`config.mk`:
```
export PLATFORM = sky130hd
export DESIGN_NAME = srs_select
export DESIGN_NICKNAME = d
export VERILOG_FILES = /design/src/srs_pkg.sv /design/src/srs_offset.sv /design/src/srs_select.sv
export VERILOG_INCLUDE_DIRS = /design/src
export SDC_FILE = /design/constraint.sdc
export NUM_CORES = 1
export LEC_CHECK = 0
export BUFFER_PORTS_ARGS = -buffer_cell sky130_fd_sc_hd__buf_2
export CAP_MARGIN = 20
export CORE_UTILIZATION = 40
export CTS_BUF_LIST = sky130_fd_sc_hd__clkbuf_16
export DETAILED_ROUTE_END_ITERATION = 8
export PLACE_DENSITY = 0.64
export RECOVER_POWER = 50
export SYNTH_ARGS = -nofsm -noshare
export SYNTH_HDL_FRONTEND = slang
export SYNTH_SLANG_ARGS = --single-unit
```
`constraint.sdc`:
```
create_clock -name i_clk -period 0.99 [get_ports i_clk]
set_input_delay 0.297 -clock i_clk [delete_from_list [all_inputs] [get_ports i_clk]]
set_output_delay 0.297 -clock i_clk [all_outputs]
set_load 0.005 [all_outputs]
```
`src/srs_map.svh`:
```
// srs_map.svh: constants for the segment register select block
// assumes inclusion by srs_pkg, srs_select and the bench; srs_offset does not include it
`ifndef SRS_MAP_SVH
`define SRS_MAP_SVH
// segment register codes
`define SRS_SEG_EXTRA 2'h0
`define SRS_SEG_CODE 2'h1
`define SRS_SEG_STACK 2'h2
`define SRS_SEG_DATA 2'h3
// reference kinds
`define SRS_REF_FETCH 3'h0
`define SRS_REF_STACK 3'h1
`define SRS_REF_DATA 3'h2
`define SRS_REF_STR_DST 3'h3
`define SRS_REF_ALT_DATA 3'h4
// reset values
`define SRS_SEL_RESET 16'h0000
`define SRS_CODE_RESET 16'hffff
`endif

```
`src/srs_pkg.sv`:
```
// srs_pkg.sv: types shared by the segment register select block
// assumes srs_map.svh is compiled alongside
`include "srs_map.svh"
package srs_pkg;
   typedef logic [1:0] srs_seg_t;
   typedef logic [2:0] srs_ref_t;
   // one memory reference request from the execution unit
   typedef struct packed
   {
      srs_ref_t kind;
      logic bp_base;
      logic ovr_valid;
      srs_seg_t ovr_seg;
      logic use_base;
      logic [15:0] base;
      logic use_index;
      logic [15:0] index;
      logic disp_wide;
      logic [15:0] disp;
   } srs_req_t;
   // two part pointer sent to translation
   typedef struct packed
   {
      srs_seg_t seg;
      logic [15:0] selector;
      logic [15:0] offset;
   } srs_ptr_t;
endpackage : srs_pkg

```
`src/srs_offset.sv`:
```
// srs_offset.sv: combinational offset adder for memory references
// assumes operands arrive already registered in the caller's domain
`timescale 1ns/1ps
`default_nettype none
module srs_offset
   import srs_pkg::*;
(
   // operands
   input wire logic i_use_base,
   input wire logic [15:0] i_base,
   input wire logic i_use_index,
   input wire logic [15:0] i_index,
   input wire logic i_disp_wide,
   input wire logic [15:0] i_disp,
   // result
   output logic [15:0] o_offset
);
   // ==========================================
   // sign extension
   function automatic logic [15:0] srs_sext8(input logic [7:0] b);
      srs_sext8 = {{8{b[7]}}, b};
   endfunction : srs_sext8

   logic [15:0] disp_ext;
   always_comb
   begin
      disp_ext = i_disp_wide ? i_disp : srs_sext8(i_disp[7:0]);
   end

   // ==========================================
   // wrapping sum
   always_comb
   begin
      o_offset = disp_ext
         + (i_use_base ? i_base : 16'h0000)
         + (i_use_index ? i_index : 16'h0000); // carry dropped
   end
endmodule : srs_offset
`default_nettype wire

```
`src/srs_select.sv`:
```
// srs_select.sv: segment register select and two part pointer former
// assumes requests come from logic on i_clk; loads come from the execution unit
//
// Operation
// - each segment is a contiguous byte range of at most 64K, addressed from offset zero.
// - memory is addressed by a 16-bit selector plus a 16-bit offset.
// - every operand access carries both a segment from a register and an offset.
// - instruction prefetch always uses the code segment.
// - stack pushes, pops and base-pointer-based references default to the stack segment.
// - other data references default to data_segment_reg.
// - string destinations and alternate data use extra_segment_reg.
// - an override prefix replaces the implicit segment for that access.
// - stack, data and extra registers may hold the same selector with no fault.
// - carry out of the 16-bit offset sum is discarded.
// - 8-bit displacements are sign extended before the sum.
`timescale 1ns/1ps
`default_nettype none
`include "srs_map.svh"
module srs_select
   import srs_pkg::*;
(
   // clock and reset
   input wire logic i_clk,
   input wire logic i_rstn,
   // segment register load
   input wire logic i_load,
   input wire srs_seg_t i_load_seg,
   input wire logic [15:0] i_load_sel,
   // request
   input wire logic i_req,
   input wire srs_req_t i_req_data,
   // pointer out
   output logic o_valid,
   output srs_ptr_t o_ptr
);
   // ==========================================
   // segment registers
   logic [15:0] seg_regs [4];

   // no comparison among registers, overlap is legal
   always_ff @(posedge i_clk or negedge i_rstn)
   begin
      if (!i_rstn)
      begin
         seg_regs[0] <= `SRS_SEL_RESET;
         seg_regs[1] <= `SRS_CODE_RESET;
         seg_regs[2] <= `SRS_SEL_RESET;
         seg_regs[3] <= `SRS_SEL_RESET;
      end
      else if (i_load)
      begin
         seg_regs[i_load_seg] <= i_load_sel;
      end
   end

   // ==========================================
   // implicit selection
   function automatic srs_seg_t srs_pick(input srs_req_t r);
      if (r.kind == `SRS_REF_FETCH)
         srs_pick = `SRS_SEG_CODE;
      else if (r.ovr_valid)
         srs_pick = r.ovr_seg;
      else
      begin
         case (r.kind)
            `SRS_REF_STACK: srs_pick = `SRS_SEG_STACK;
            `SRS_REF_STR_DST: srs_pick = `SRS_SEG_EXTRA;
            `SRS_REF_ALT_DATA: srs_pick = `SRS_SEG_EXTRA;
            default: srs_pick = r.bp_base ? `SRS_SEG_STACK : `SRS_SEG_DATA;
         endcase
      end
   endfunction : srs_pick

   srs_seg_t next_seg;
   logic [15:0] next_offset;
   always_comb
   begin
      next_seg = srs_pick(i_req_data);
   end

   srs_offset u_offset (
      .i_use_base(i_req_data.use_base),
      .i_base(i_req_data.base),
      .i_use_index(i_req_data.use_index),
      .i_index(i_req_data.index),
      .i_disp_wide(i_req_data.disp_wide),
      .i_disp(i_req_data.disp),
      .o_offset(next_offset)
   );

   // ==========================================
   // registered pointer
   always_ff @(posedge i_clk or negedge i_rstn)
   begin
      if (!i_rstn)
         o_valid <= 1'b0;
      else
         o_valid <= i_req;
   end

   // offset width caps each segment at 64K bytes
   always_ff @(posedge i_clk or negedge i_rstn)
   begin
      if (!i_rstn)
         o_ptr <= '0;
      else if (i_req)
      begin
         o_ptr.seg <= next_seg;
         o_ptr.selector <= seg_regs[next_seg];
         o_ptr.offset <= next_offset;
      end
   end

   // ==========================================
   // checks
   AST_FETCH_CODE: assert property (@(posedge i_clk) disable iff (!i_rstn)
      i_req && i_req_data.kind == `SRS_REF_FETCH |=> o_valid && o_ptr.seg == `SRS_SEG_CODE)
      else $error("fetch not on code segment");
   AST_OVERRIDE: assert property (@(posedge i_clk) disable iff (!i_rstn)
      i_req && i_req_data.kind != `SRS_REF_FETCH && i_req_data.ovr_valid
      |=> o_ptr.seg == $past(i_req_data.ovr_seg))
      else $error("override ignored");
   AST_STACK: assert property (@(posedge i_clk) disable iff (!i_rstn)
      i_req && !i_req_data.ovr_valid && i_req_data.kind == `SRS_REF_STACK
      |=> o_ptr.seg == `SRS_SEG_STACK)
      else $error("stack ref not on stack segment");
   AST_BP_STACK: assert property (@(posedge i_clk) disable iff (!i_rstn)
      i_req && !i_req_data.ovr_valid && i_req_data.kind == `SRS_REF_DATA && i_req_data.bp_base
      |=> o_ptr.seg == `SRS_SEG_STACK)
      else $error("base pointer ref not on stack segment");
   AST_DATA: assert property (@(posedge i_clk) disable iff (!i_rstn)
      i_req && !i_req_data.ovr_valid && i_req_data.kind == `SRS_REF_DATA && !i_req_data.bp_base
      |=> o_ptr.seg == `SRS_SEG_DATA)
      else $error("data ref not on data segment");
   AST_STRDST: assert property (@(posedge i_clk) disable iff (!i_rstn)
      i_req && !i_req_data.ovr_valid && i_req_data.kind == `SRS_REF_STR_DST
      |=> o_ptr.seg == `SRS_SEG_EXTRA)
      else $error("string destination not on extra segment");
   AST_SELECTOR: assert property (@(posedge i_clk) disable iff (!i_rstn)
      i_req && !i_load |=> o_ptr.selector == seg_regs[o_ptr.seg])
      else $error("selector does not match register");
   AST_VALID: assert property (@(posedge i_clk) disable iff (!i_rstn)
      i_req |=> o_valid)
      else $error("request lost");
   AST_WRAP: assert property (@(posedge i_clk) disable iff (!i_rstn)
      i_req && i_req_data.use_base && !i_req_data.use_index && i_req_data.disp_wide
      |=> o_ptr.offset == 16'($past(i_req_data.base) + $past(i_req_data.disp)))
      else $error("offset sum wrong");
   AST_SEXT: assert property (@(posedge i_clk) disable iff (!i_rstn)
      i_req && !i_req_data.use_base && !i_req_data.use_index && !i_req_data.disp_wide
      |=> o_ptr.offset == {{8{$past(i_req_data.disp[7])}}, $past(i_req_data.disp[7:0])})
      else $error("displacement not sign extended");
   AST_LOAD: assert property (@(posedge i_clk) disable iff (!i_rstn)
      i_load |=> seg_regs[$past(i_load_seg)] == $past(i_load_sel))
      else $error("segment load lost");

   AST_KEEP_CODE: assert property (@(posedge i_clk) disable iff (!i_rstn)
      i_load && i_load_seg != `SRS_SEG_CODE |=> $stable(seg_regs[`SRS_SEG_CODE]))
      else $error("code register disturbed by another load");

   // ==========================================
   // selection checks beyond the basic table
   AST_ALT_DATA: assert property (@(posedge i_clk) disable iff (!i_rstn)
      i_req && !i_req_data.ovr_valid && i_req_data.kind == `SRS_REF_ALT_DATA
      |=> o_ptr.seg == `SRS_SEG_EXTRA)
      else $error("alternate data not on extra segment");

   AST_STR_NO_BP: assert property (@(posedge i_clk) disable iff (!i_rstn)
      i_req && !i_req_data.ovr_valid && i_req_data.bp_base
      && (i_req_data.kind == `SRS_REF_STR_DST || i_req_data.kind == `SRS_REF_ALT_DATA)
      |=> o_ptr.seg == `SRS_SEG_EXTRA)
      else $error("base pointer flag moved extra segment reference");

   AST_FETCH_NO_OVR: assert property (@(posedge i_clk) disable iff (!i_rstn)
      i_req && i_req_data.kind == `SRS_REF_FETCH && i_req_data.ovr_valid
      |=> o_ptr.selector == $past(seg_regs[`SRS_SEG_CODE]))
      else $error("fetch followed an override");

   AST_OVR_SELECTOR: assert property (@(posedge i_clk) disable iff (!i_rstn)
      i_req && !i_load && i_req_data.kind != `SRS_REF_FETCH && i_req_data.ovr_valid
      |=> o_ptr.selector == seg_regs[$past(i_req_data.ovr_seg)])
      else $error("override selector wrong");

   AST_LOAD_OLD: assert property (@(posedge i_clk) disable iff (!i_rstn)
      i_req && i_load && i_load_seg == next_seg && i_load_sel != seg_regs[next_seg]
      |=> o_ptr.selector != seg_regs[o_ptr.seg])
      else $error("request saw the same cycle load");

   // ==========================================
   // output timing checks
   AST_PULSE: assert property (@(posedge i_clk) disable iff (!i_rstn)
      !i_req |=> !o_valid)
      else $error("valid without request");

   AST_HOLD: assert property (@(posedge i_clk) disable iff (!i_rstn)
      !i_req |=> $stable(o_ptr))
      else $error("pointer changed without request");

   // ==========================================
   // offset checks
   AST_ZERO_BASE: assert property (@(posedge i_clk) disable iff (!i_rstn)
      i_req && !i_req_data.use_base && !i_req_data.use_index && i_req_data.disp == 16'h0000
      |=> o_ptr.offset == 16'h0000)
      else $error("empty offset not zero");

   AST_FULL_SUM: assert property (@(posedge i_clk) disable iff (!i_rstn)
      i_req && i_req_data.use_base && i_req_data.use_index && i_req_data.disp_wide
      |=> o_ptr.offset
         == 16'($past(i_req_data.base) + $past(i_req_data.index) + $past(i_req_data.disp)))
      else $error("three part offset sum wrong");

   // ==========================================
   // scenario covers
   COV_FETCH: cover property (@(posedge i_clk) disable iff (!i_rstn)
      i_req && i_req_data.kind == `SRS_REF_FETCH);
   COV_OVR: cover property (@(posedge i_clk) disable iff (!i_rstn)
      i_req && i_req_data.ovr_valid && i_req_data.kind == `SRS_REF_DATA);
   COV_BP: cover property (@(posedge i_clk) disable iff (!i_rstn)
      i_req && i_req_data.bp_base && !i_req_data.ovr_valid);
   COV_WRAP: cover property (@(posedge i_clk) disable iff (!i_rstn)
      i_req && i_req_data.use_base && (17'(i_req_data.base) + 17'(i_req_data.disp)) > 17'h0ffff);
   COV_LOAD_REQ: cover property (@(posedge i_clk) disable iff (!i_rstn)
      i_req && i_load && i_load_seg == next_seg);
endmodule : srs_select
`default_nettype wire

```
==> flow_summary.ini, run 1 <==
[outcome]
status = finished with violations
violations = setup timing

[setup_path]
worstPathArrival_ns = 2.64
required_ns = 1.22
crit_slowest_cell = fa_1
rrSetupSlack_ns = -0.19
critPathMaxFanout = 5
crit_path_start_kind = input port
critPathKind = input port to flop
reg2reg_depth = 2
r2r-end = o_ptr[13]
crit_chain = buf_12 -> and2_4 -> fa_1 -> inv_2 -> fa_2 -> nor2b_4 -> o31ai_4 -> a211o_1 -> nand4_1 -> or4b_4
crit_path_end_kind = flop
worst_path_largest_cell_delay_ns = 0.56
r2r-start = o_ptr[13]

[placed_design]
dp_cells = 811
postPlaceCellArea_um2 = 7120
numPortBuffers = 114
dp_slack_ns = -1.87
hpwl_um = 9880
gp_congestion = 0.793

[detailed_routing]
routedWlPerCell_um = 18.1
vias = 4601
firstDrtPassIters = 4
drc_errors = 0
first_iter_violations = 137
antenna_left = 0
vias_per_cell = 5.32
wirelength_um = 15700

[cts]
root_buffer = clkbuf_16
cts_htree_levels = 3
clock_latency_ns = 0.35
cts_tree = yes
numCtsBuffers = 9
cts.sinks = 99
clkTransAtPathRegs_ns = 0.07
cts_buffer_depth = 2

[final_layout]
fillCellCount = 1030
fin_util = 0.630
area_growth_pct = 52.9
stdcell_count = 865
n_antenna_cell = 0
nets = 795
drive_gt1_frac = 0.601
fin_area_um2 = 8400

[synthesis]
async_flop_share = 1.00
syn-num-nets = 586
synth-main-ff-cell = dfrtp_1
ys_warn_count = 0
syn_inst = 476
synth-edff-count = 0
synth_top_cell_area_share = 0.378
yosys.area.top_type = dfrtp_1
ys_ff_latch = 99
ys_types = 59
syn_area_um2 = 5500
synth_area_leaders = dfrtp_1, mux2_2, dfstp_2, mux2i_1, fa_1
syn_area_per_cell_um2 = 11.5
synth_common_cells = dfrtp_1, mux2_2, nand2_1
synth.most_common_cell = dfrtp_1
yosysSeqAreaShare = 0.454

[timing]
rsz0062_at_grt = true
tightest_slew_ns = 0.355
setup_viol = 85
post-route-period-util = 2.44
fin_crit_ns = 2.42
fin_tns_setup_ns = -27.30
hold_violations = 0
max-slew-margin-rel = 0.763
fmax_mhz = 414
worst_slack_ns = -1.43
skew_ns = 0.0106
slew_violations = 0

[pwr]
internal_power_mw = 9.85
vdd_drop_max_v = 0.00128
p_clk_frac = 0.228
powerDensity_nw_per_um2 = 1710
combPwrFrac = 0.383
p_leak_nw = 3.85
p_seq_frac = 0.390
swShare = 0.314
p_switching_mw = 4.51

[die]
std_cell_rows = 42
die_y_um = 119
ios = 115
start_util = 0.412
core_area_um2 = 13300
die-area_um2 = 14200
fp.dieW_um = 119

[hold_path]
hp-class = input port to flop
holdPathEnd = o_valid
hold_start = i_req
hold_depth = 1

[global_route]
antenna_found_initial = 0
track_usage = 0.216
grt_pass1_wl_um = 23900
grt_pass1_vias = 4847
grt-ovfl-total = 0
grt_max_degree = 35

[flow_run]
drv_cap = 0
[how the worst max path moves through the flow]
stage	from	depth (start not counted)	endpoint
CTS	i_req_data[50]	10	o_ptr[13]
global route	i_req_data[50]	10	o_ptr[13]
finish	i_req_data[50]	10	o_ptr[13]
floorplan	i_req_data[50]	12	o_ptr[13]
detailed placement	i_req_data[50]	10	o_ptr[13]
global placement	i_req_data[50]	10	o_ptr[13]
[per-stage QoR]
step / power [mW] / hold slack [ns]
final: 14.4 / 0.134
after global placement: 9.55 / 0.152
after global routing: 15.1 / 0.153
after detailed placement: 9.69 / 0.154
after floorplan: 8.03 / 0.00141
after CTS: 13.6 / 0.104
[logic make-up (layout without fill, tap and decap cells)]
group           after synthesis  after routing  share of synthesized area
buf+inv                      48            261                     0.0366
mux                         102            102                      0.201
flops                        99             99                      0.454
compound gates               82             82                      0.110
fa+ha+maj                    30             30                     0.0901
simple gates                110            110                     0.0997
xor+xnor                      5              5                    0.00797
[power by group through the flow]
stage / clock (mW) / sequential, mW / combinational (mW)
final: 3.27 / 5.60 / 5.50
after floorplan: 0 / 5.46 / 2.58
after CTS: 3.31 / 5.49 / 4.77
after detailed placement: 0 / 5.55 / 4.15
after global placement: 0 / 5.51 / 4.04
after global routing: 3.45 / 5.67 / 5.97
[critical path: cells and delay by family]
kind | cells | cell delay, ns
fa+ha+maj | 2 | 0.97
simple gates | 4 | 0.83
compound gates | 2 | 0.37
buf+inv | 2 | 0.17
[flip-flops by register name, summed over array words and instances, names as in the netlist]
| register | cells |
|---|---|
| o_valid | 1 |
| o_ptr | 34 |
| seg_regs | 64 |
[layout make-up]
| class | instances | area (um2) | area share |
|---|---|---|---|
| Clock inverter | 6 | 38.8 | 0.00462 |
| Tap cell | 176 | 220 | 0.0262 |
| Timing Repair Buffer | 220 | 1780 | 0.212 |
| Sequential cell | 99 | 2500 | 0.297 |
| Inverter | 26 | 97.6 | 0.0116 |
| Clock buffer | 9 | 225 | 0.0268 |
| Multi-Input combinational cell | 329 | 3540 | 0.422 |
[cell usage in the layout (no fill, tap or decap), drive strengths merged, types with 2 or more instances in the layout]
| master | Yosys | final |
|---|---|---|
| ha | 14 | 14 |
| mux2i | 34 | 34 |
| a21boi | 2 | 2 |
| nand3b | 3 | 3 |
| nor3 | 2 | 2 |
| a21oi | 18 | 18 |
| o21a | 5 | 5 |
| fa | 16 | 16 |
| nor2b | 4 | 4 |
| buf | 10 | 215 |
| mux2 | 68 | 68 |
| nand3 | 8 | 8 |
| a21o | 3 | 3 |
| clkinv | 1 | 5 |
| o31ai | 3 | 3 |
| nor2 | 12 | 12 |
| a211o | 3 | 3 |
| xor2 | 3 | 3 |
| a311o | 2 | 2 |
| nand2b | 3 | 3 |
| o221ai | 17 | 17 |
| nand4 | 5 | 5 |
| dfrtp | 83 | 83 |
| o21bai | 2 | 2 |
| clkbuf | 12 | 13 |
| inv | 25 | 27 |
| a211oi | 6 | 6 |
| a31oi | 2 | 2 |
| o21ai | 12 | 12 |
| xnor2 | 2 | 2 |
| dfstp | 16 | 16 |
| nand2 | 51 | 51 |
| and2 | 13 | 13 |
[metal layers]
metal / global-route usage / vias to the layer above / wire, um
met1: 0.270 / 2345 / 6670
li1: - / 2127 / -
met4: 0.0839 / 0 / 237
met3: 0.0354 / 19 / 638
met2: 0.374 / 110 / 8110
met5: 0 / - / 0
[what timing repair did]
| action | 4_1_cts | 5_1_grt |
|---|---|---|
| pin swaps | 23 | 33 |
| gates resized for setup | 63 | 70 |
| hold buffers | 1 | 0 |
| setup buffers | 17 | 18 |
| cloned | 4 | 2 |
| setup endpoints to repair | 66 | 75 |
| hold endpoints to repair | 7 | 0 |
Note: power is estimated with default switching activity, not from simulation.
==> run 2, diff against run 1 <==
- CELL_PAD_IN_SITES_DETAIL_PLACEMENT: default -> 2
- CELL_PAD_IN_SITES_GLOBAL_PLACEMENT: default -> 2
- CORE_UTILIZATION: 40 -> 32
- PLACE_DENSITY: 0.64 -> default
- PLACE_DENSITY_LB_ADDON: default -> 0.1
==> run 2 against run 1 <==
  * The run still ends with setup timing left
  * Register-to-register slack is essentially flat
  * Clock power increased by 3%
  * First-iteration DRC count increased by 2.9%
  * Hold slack better by 0.088 ns
  * Non-clock buffer count increased by 26
  * Core utilization shrank 9.4 points
  * Routed wire length is 39% higher
  * Global-route usage increased by 0.85 points
  * Fmax shrank 3.2%
==> flow_summary.ini, run 2 (same netlist as run 1, synthesis figures left out) <==
[timing]
post-route-period-util = 2.52
max-slew-margin-rel = 0.738
slew_violations = 0
skew_ns = 0.00547
hold_violations = 0
setup_viol = 75
tightest_slew_ns = 0.391
fin_tns_setup_ns = -27.49
fin_crit_ns = 2.50
hold_ws_ns = 0.222
fmax_mhz = 400
rsz0062_at_grt = true
worst_slack_ns = -1.51

[detailed_routing]
wirelength_um = 21800
vias_per_cell = 5.15
firstDrtPassIters = 4
drc_errors = 0
first_iter_violations = 141
vias = 4830
antenna_left = 0
routedWlPerCell_um = 23.2

[hold_path]
hp-class = input port to flop

[final_layout]
fillCellCount = 1632
largest_register_ffs = 64
drive_gt1_frac = 0.647
area_growth_pct = 62.7
fin_util = 0.535
top_register = seg_regs
mostFrequentLayoutCells = buf_2, buf_4, dfrtp_1, nand2_1, mux2_2
reg.largest.list = seg_regs x64, o_ptr x34, o_valid x1
stdcell_count = 937
layout_commonest_cell = buf_2
fin_area_um2 = 8940
nets = 821

[pwr]
powerDensity_nw_per_um2 = 1730
vdd_drop_max_v = 0.000875
p_total_mw = 15.5
p_leak_nw = 4.05

[die]
ios = 115
start_util = 0.329
die-area_um2 = 17700
die_y_um = 133
core_area_um2 = 16700
fp.dieW_um = 133
std_cell_rows = 47

[cts]
cts_tree = yes
cts.sinks = 99
root_buffer = clkbuf_16
numCtsBuffers = 9
cts_htree_levels = 3
cts_buffer_depth = 2
clkTransAtPathRegs_ns = 0.07
clock_latency_ns = 0.35

[placed_design]
hpwl_um = 12300
postPlaceCellArea_um2 = 7240
numPortBuffers = 114
gp_congestion = 0.790
dp_cells = 861
dp_slack_ns = -1.93

[setup_path]
crit_slowest_cell = fa_1
critPathKind = input port to flop
worst_path_largest_cell_delay_ns = 0.46
critPathMaxFanout = 7
crit_chain = buf_12 -> nand2_4 -> fa_1 -> inv_2 -> ha_4 -> inv_2 -> fa_2 -> nor2b_4 -> o31ai_4 -> buf_4 -> buf_6 -> buf_6 -> a211oi_4 -> nor4_1 -> nand3b_1
required_ns = 1.22
worstPathArrival_ns = 2.73
crit_path_end_kind = flop
crit_path_start_kind = input port

[global_route]
grt_pass1_wl_um = 30400
antenna_found_initial = 0
track_usage = 0.225
grt_max_degree = 39
grt_pass1_vias = 5454
grt-ovfl-total = 0

[outcome]
violations = setup timing
status = finished with violations

[flow_run]
drv_cap = 0
[run 2: worst max-delay path: cells and delay by family]
family / cells / cell delay [ns]
compound gates: 2 / 0.32
simple gates: 4 / 0.48
fa+ha+maj: 3 / 1.01
buf+inv: 6 / 0.60
[run 2: final cells by class]
cell class	instances	area, um2	share of cell area
Antenna cell	1	2.50	0.000280
Clock buffer	9	225	0.0252
Clock inverter	7	51.3	0.00574
Inverter	26	101	0.0113
Multi-Input combinational cell	329	3740	0.418
Sequential cell	99	2500	0.279
Tap cell	220	275	0.0308
Timing Repair Buffer	246	2050	0.230
[run 2: power breakdown]
part	internal (mW)	switching (mW)	total, mW
Combinational	3.61	2.85	6.45
Sequential	5.00	0.670	5.67
Clock	1.73	1.66	3.38
Total	10.3	5.17	15.5
[run 2: what timing repair did]
item,in CTS,in global routing
hold buffers,1,0
gates resized for setup,80,104
setup endpoints to repair,67,85
cloned,3,3
buffers inserted,29,28
endpoints found under the hold margin,59,0
pin swaps,41,47
[run 2: metal layers]
layer / track usage / routed length (um) / up-vias
li1: - / - / 2170
met1: 0.265 / 8370 / 2501
met2: 0.415 / 12100 / 123
met3: 0.0257 / 741 / 36
met4: 0.0856 / 561 / 0
met5: 0 / 0 / -
[run 2: path summary, 6_finish.rpt]
check,from,end,slack (ns),cells past startpoint
min,i_load_sel[0],seg_regs[16],0.22,2
min reg2reg,o_ptr[25],o_ptr[25],0.50,2
max in group asynchronous,i_rstn,seg_regs[42],0.06,3
min in group asynchronous,i_rstn,seg_regs[0],0.57,3
max,i_req_data[50],o_ptr[15],-1.51,15
max reg2reg,o_ptr[13],o_ptr[13],-0.19,2
==> run 3, diff against run 2 <==
--- a/config.mk
+++ b/config.mk
@@ -9,10 +9,7 @@
 export BUFFER_PORTS_ARGS = -buffer_cell sky130_fd_sc_hd__buf_2
 export CAP_MARGIN = 20
-export CELL_PAD_IN_SITES_DETAIL_PLACEMENT = 2
-export CELL_PAD_IN_SITES_GLOBAL_PLACEMENT = 2
-export CORE_UTILIZATION = 32
+export CORE_UTILIZATION = 40
 export CTS_BUF_LIST = sky130_fd_sc_hd__clkbuf_16
 export DETAILED_ROUTE_END_ITERATION = 8
-export PLACE_DENSITY_LB_ADDON = 0.1
 export RECOVER_POWER = 50
 export SYNTH_ARGS = -nofsm -noshare
==> constraint.sdc (replaced) <==
create_clock -name i_clk -period 2.7 [get_ports i_clk]
set_input_delay 0.135 -clock i_clk [delete_from_list [all_inputs] [get_ports i_clk]]
set_output_delay 0.135 -clock i_clk [all_outputs]
set_load 0.005 [all_outputs]
==> run 3 against run 2 <==
  * The flow now finishes without violations
  * Sequential power shrank 65%
  * Sequential share of layout area is 9.3 points higher
  * Critical path depth shrank 4
  * Global-route usage is 3.7 points lower
  * Combinational power down 80%
  * Flip-flop and latch count stayed put
  * Hold slack got worse by 0.16 ns
  * Total power fell by 71%
  * Clock-buffer cell count unchanged
  * Non-clock buffer count down 100
  * Core utilization fell by 3.2 points
  * Largest cell class unchanged
==> flow_summary.ini, run 3 (same netlist as run 1, synthesis figures left out) <==
[detailed_routing]
firstDrtPassIters = 4
drc_errors = 0
first_iter_violations = 125
routedWlPerCell_um = 15.9
antenna_left = 0
wirelength_um = 12600
vias_per_cell = 5.23
vias = 4142

[pwr]
powerDensity_nw_per_um2 = 680
p_leak_nw = 3.18
internal_power_mw = 3.22
p_seq_frac = 0.437
vdd_drop_max_v = 0.000334
p_clk_frac = 0.283
p_switching_mw = 1.34
combPwrFrac = 0.280
swShare = 0.294

[die]
core_area_um2 = 13300
ios = 115
fp.dieW_um = 119
start_util = 0.412
std_cell_rows = 42
die-area_um2 = 14200
die_y_um = 119

[timing]
fin_tns_setup_ns = 0
rsz0062_at_grt = false
tightest_slew_ns = 1.21
hold_violations = 0
setup_viol = 0
worst_slack_ns = 0.274
hold_ws_ns = 0.0664
fmax_mhz = 412
post-route-period-util = 0.899
fin_crit_ns = 2.43
skew_ns = 0.00841
slew_violations = 0
max-slew-margin-rel = 0.194

[setup_path]
reg2reg_depth = 2
crit_path_end_kind = flop
r2r-end = o_ptr[13]
critPathKind = input port to flop
r2r-start = o_ptr[13]
rrSetupSlack_ns = 1.50
worstSetupStartpoint = i_req_data[50]
crit_end = o_ptr[11]
crit_path_start_kind = input port
critPathMaxFanout = 6
required_ns = 2.95
worstPathArrival_ns = 2.67

[global_route]
track_usage = 0.187
grt_pass1_wl_um = 20800
grt_max_degree = 49
grt-ovfl-total = 0
antenna_found_initial = 1
grt_pass1_vias = 4234

[cts]
cts_buffer_depth = 2
root_buffer = clkbuf_16
numCtsBuffers = 9
cts_htree_levels = 3
clkTransAtPathRegs_ns = 0.07
clock_latency_ns = 0.34
cts_setup_buffers = 0
cts.sinks = 99
cts_tree = yes

[final_layout]
stdcell_count = 792
largest_register_ffs = 64
fin_util = 0.503
top_register = seg_regs
fillCellCount = 1269
area_growth_pct = 22.2
mostFrequentLayoutCells = buf_2, dfrtp_1, mux2_2, nand2_1, mux2i_1
layout_commonest_cell = buf_2
n_antenna_cell = 0
reg.largest.list = seg_regs x64, o_ptr x34, o_valid x1
nets = 721
drive_gt1_frac = 0.399

[outcome]
status = completed

[flow_run]
drv_cap = 0

[hold_path]
hold_depth = 2
hp-class = input port to flop

[placed_design]
gp_congestion = 0.888
hpwl_um = 9200
dp_cells = 775
numPortBuffers = 114
dp_slack_ns = -0.0908
==> run 3: what timing repair did <==
action	CTS	global route
hold buffers	1	0
resized for setup	0	0
hold endpoints to repair	40	0
==> run 3: stage by stage <==
step | power (mW) | cell area, um2
3_5_place_dp | 3.31 | 6440
4_1_cts | 4.62 | 6750
2_1_floorplan | 2.78 | 5510
5_1_grt | 4.84 | 6720
3_3_place_gp | 3.27 | 6440
6_report | 4.57 | 6720
==> run 3: worst min path at each step <==
| stage | startpoint | endpoint | slack [ns] |
|---|---|---|---|
| 2_1_floorplan | i_rstn | o_ptr[0] | -0.16 |
| 5_1_grt | i_load_sel[15] | seg_regs[15] | 0.06 |
| 6_report | i_load_sel[14] | seg_regs[30] | 0.07 |
| 3_3_place_gp | i_rstn | seg_regs[10] | 0.20 |
| 3_5_place_dp | i_rstn | seg_regs[27] | 0.20 |
| 4_1_cts | i_load_sel[14] | seg_regs[30] | 0.06 |
==> run 3: critical path, stage by stage <==
cell and delay [ns]:
buf_2 0.13, and2_1 0.16, fa_1 0.55, inv_1 0.08, fa_2 0.42, nor2b_4 0.15, o31ai_4 0.07, a2111oi_1 0.49
buf_4 0.20, nor3_1 0.04, o31ai_1 0.22
==> run 3: layer usage <==
metal  wire, um  GRT usage
met5          8          0
met4        145     0.0578
met3        742     0.0345
met2       6100      0.323
met1       5570      0.238
==> run 3: power groups by stage <==
stage                     Combinational [mW]  Clock (mW)  Sequential, mW
after global routing                    1.43        1.38            2.03
after CTS                               1.30        1.33            2.00
after detailed placement                1.29           0            2.02
after global placement                  1.27           0            2.01
after floorplan                        0.778           0            2.00
final                                   1.28        1.29            1.99
==> run 3: layout make-up <==
class | count | area (um2) | area share
clock buffers | 9 | 225 | 0.0335
clock inverters | 7 | 72.6 | 0.0108
inverters | 26 | 97.6 | 0.0145
multi-input cells | 329 | 2800 | 0.417
flip-flops and latches | 99 | 2500 | 0.372
well taps | 176 | 220 | 0.0328
repair buffers | 146 | 803 | 0.120
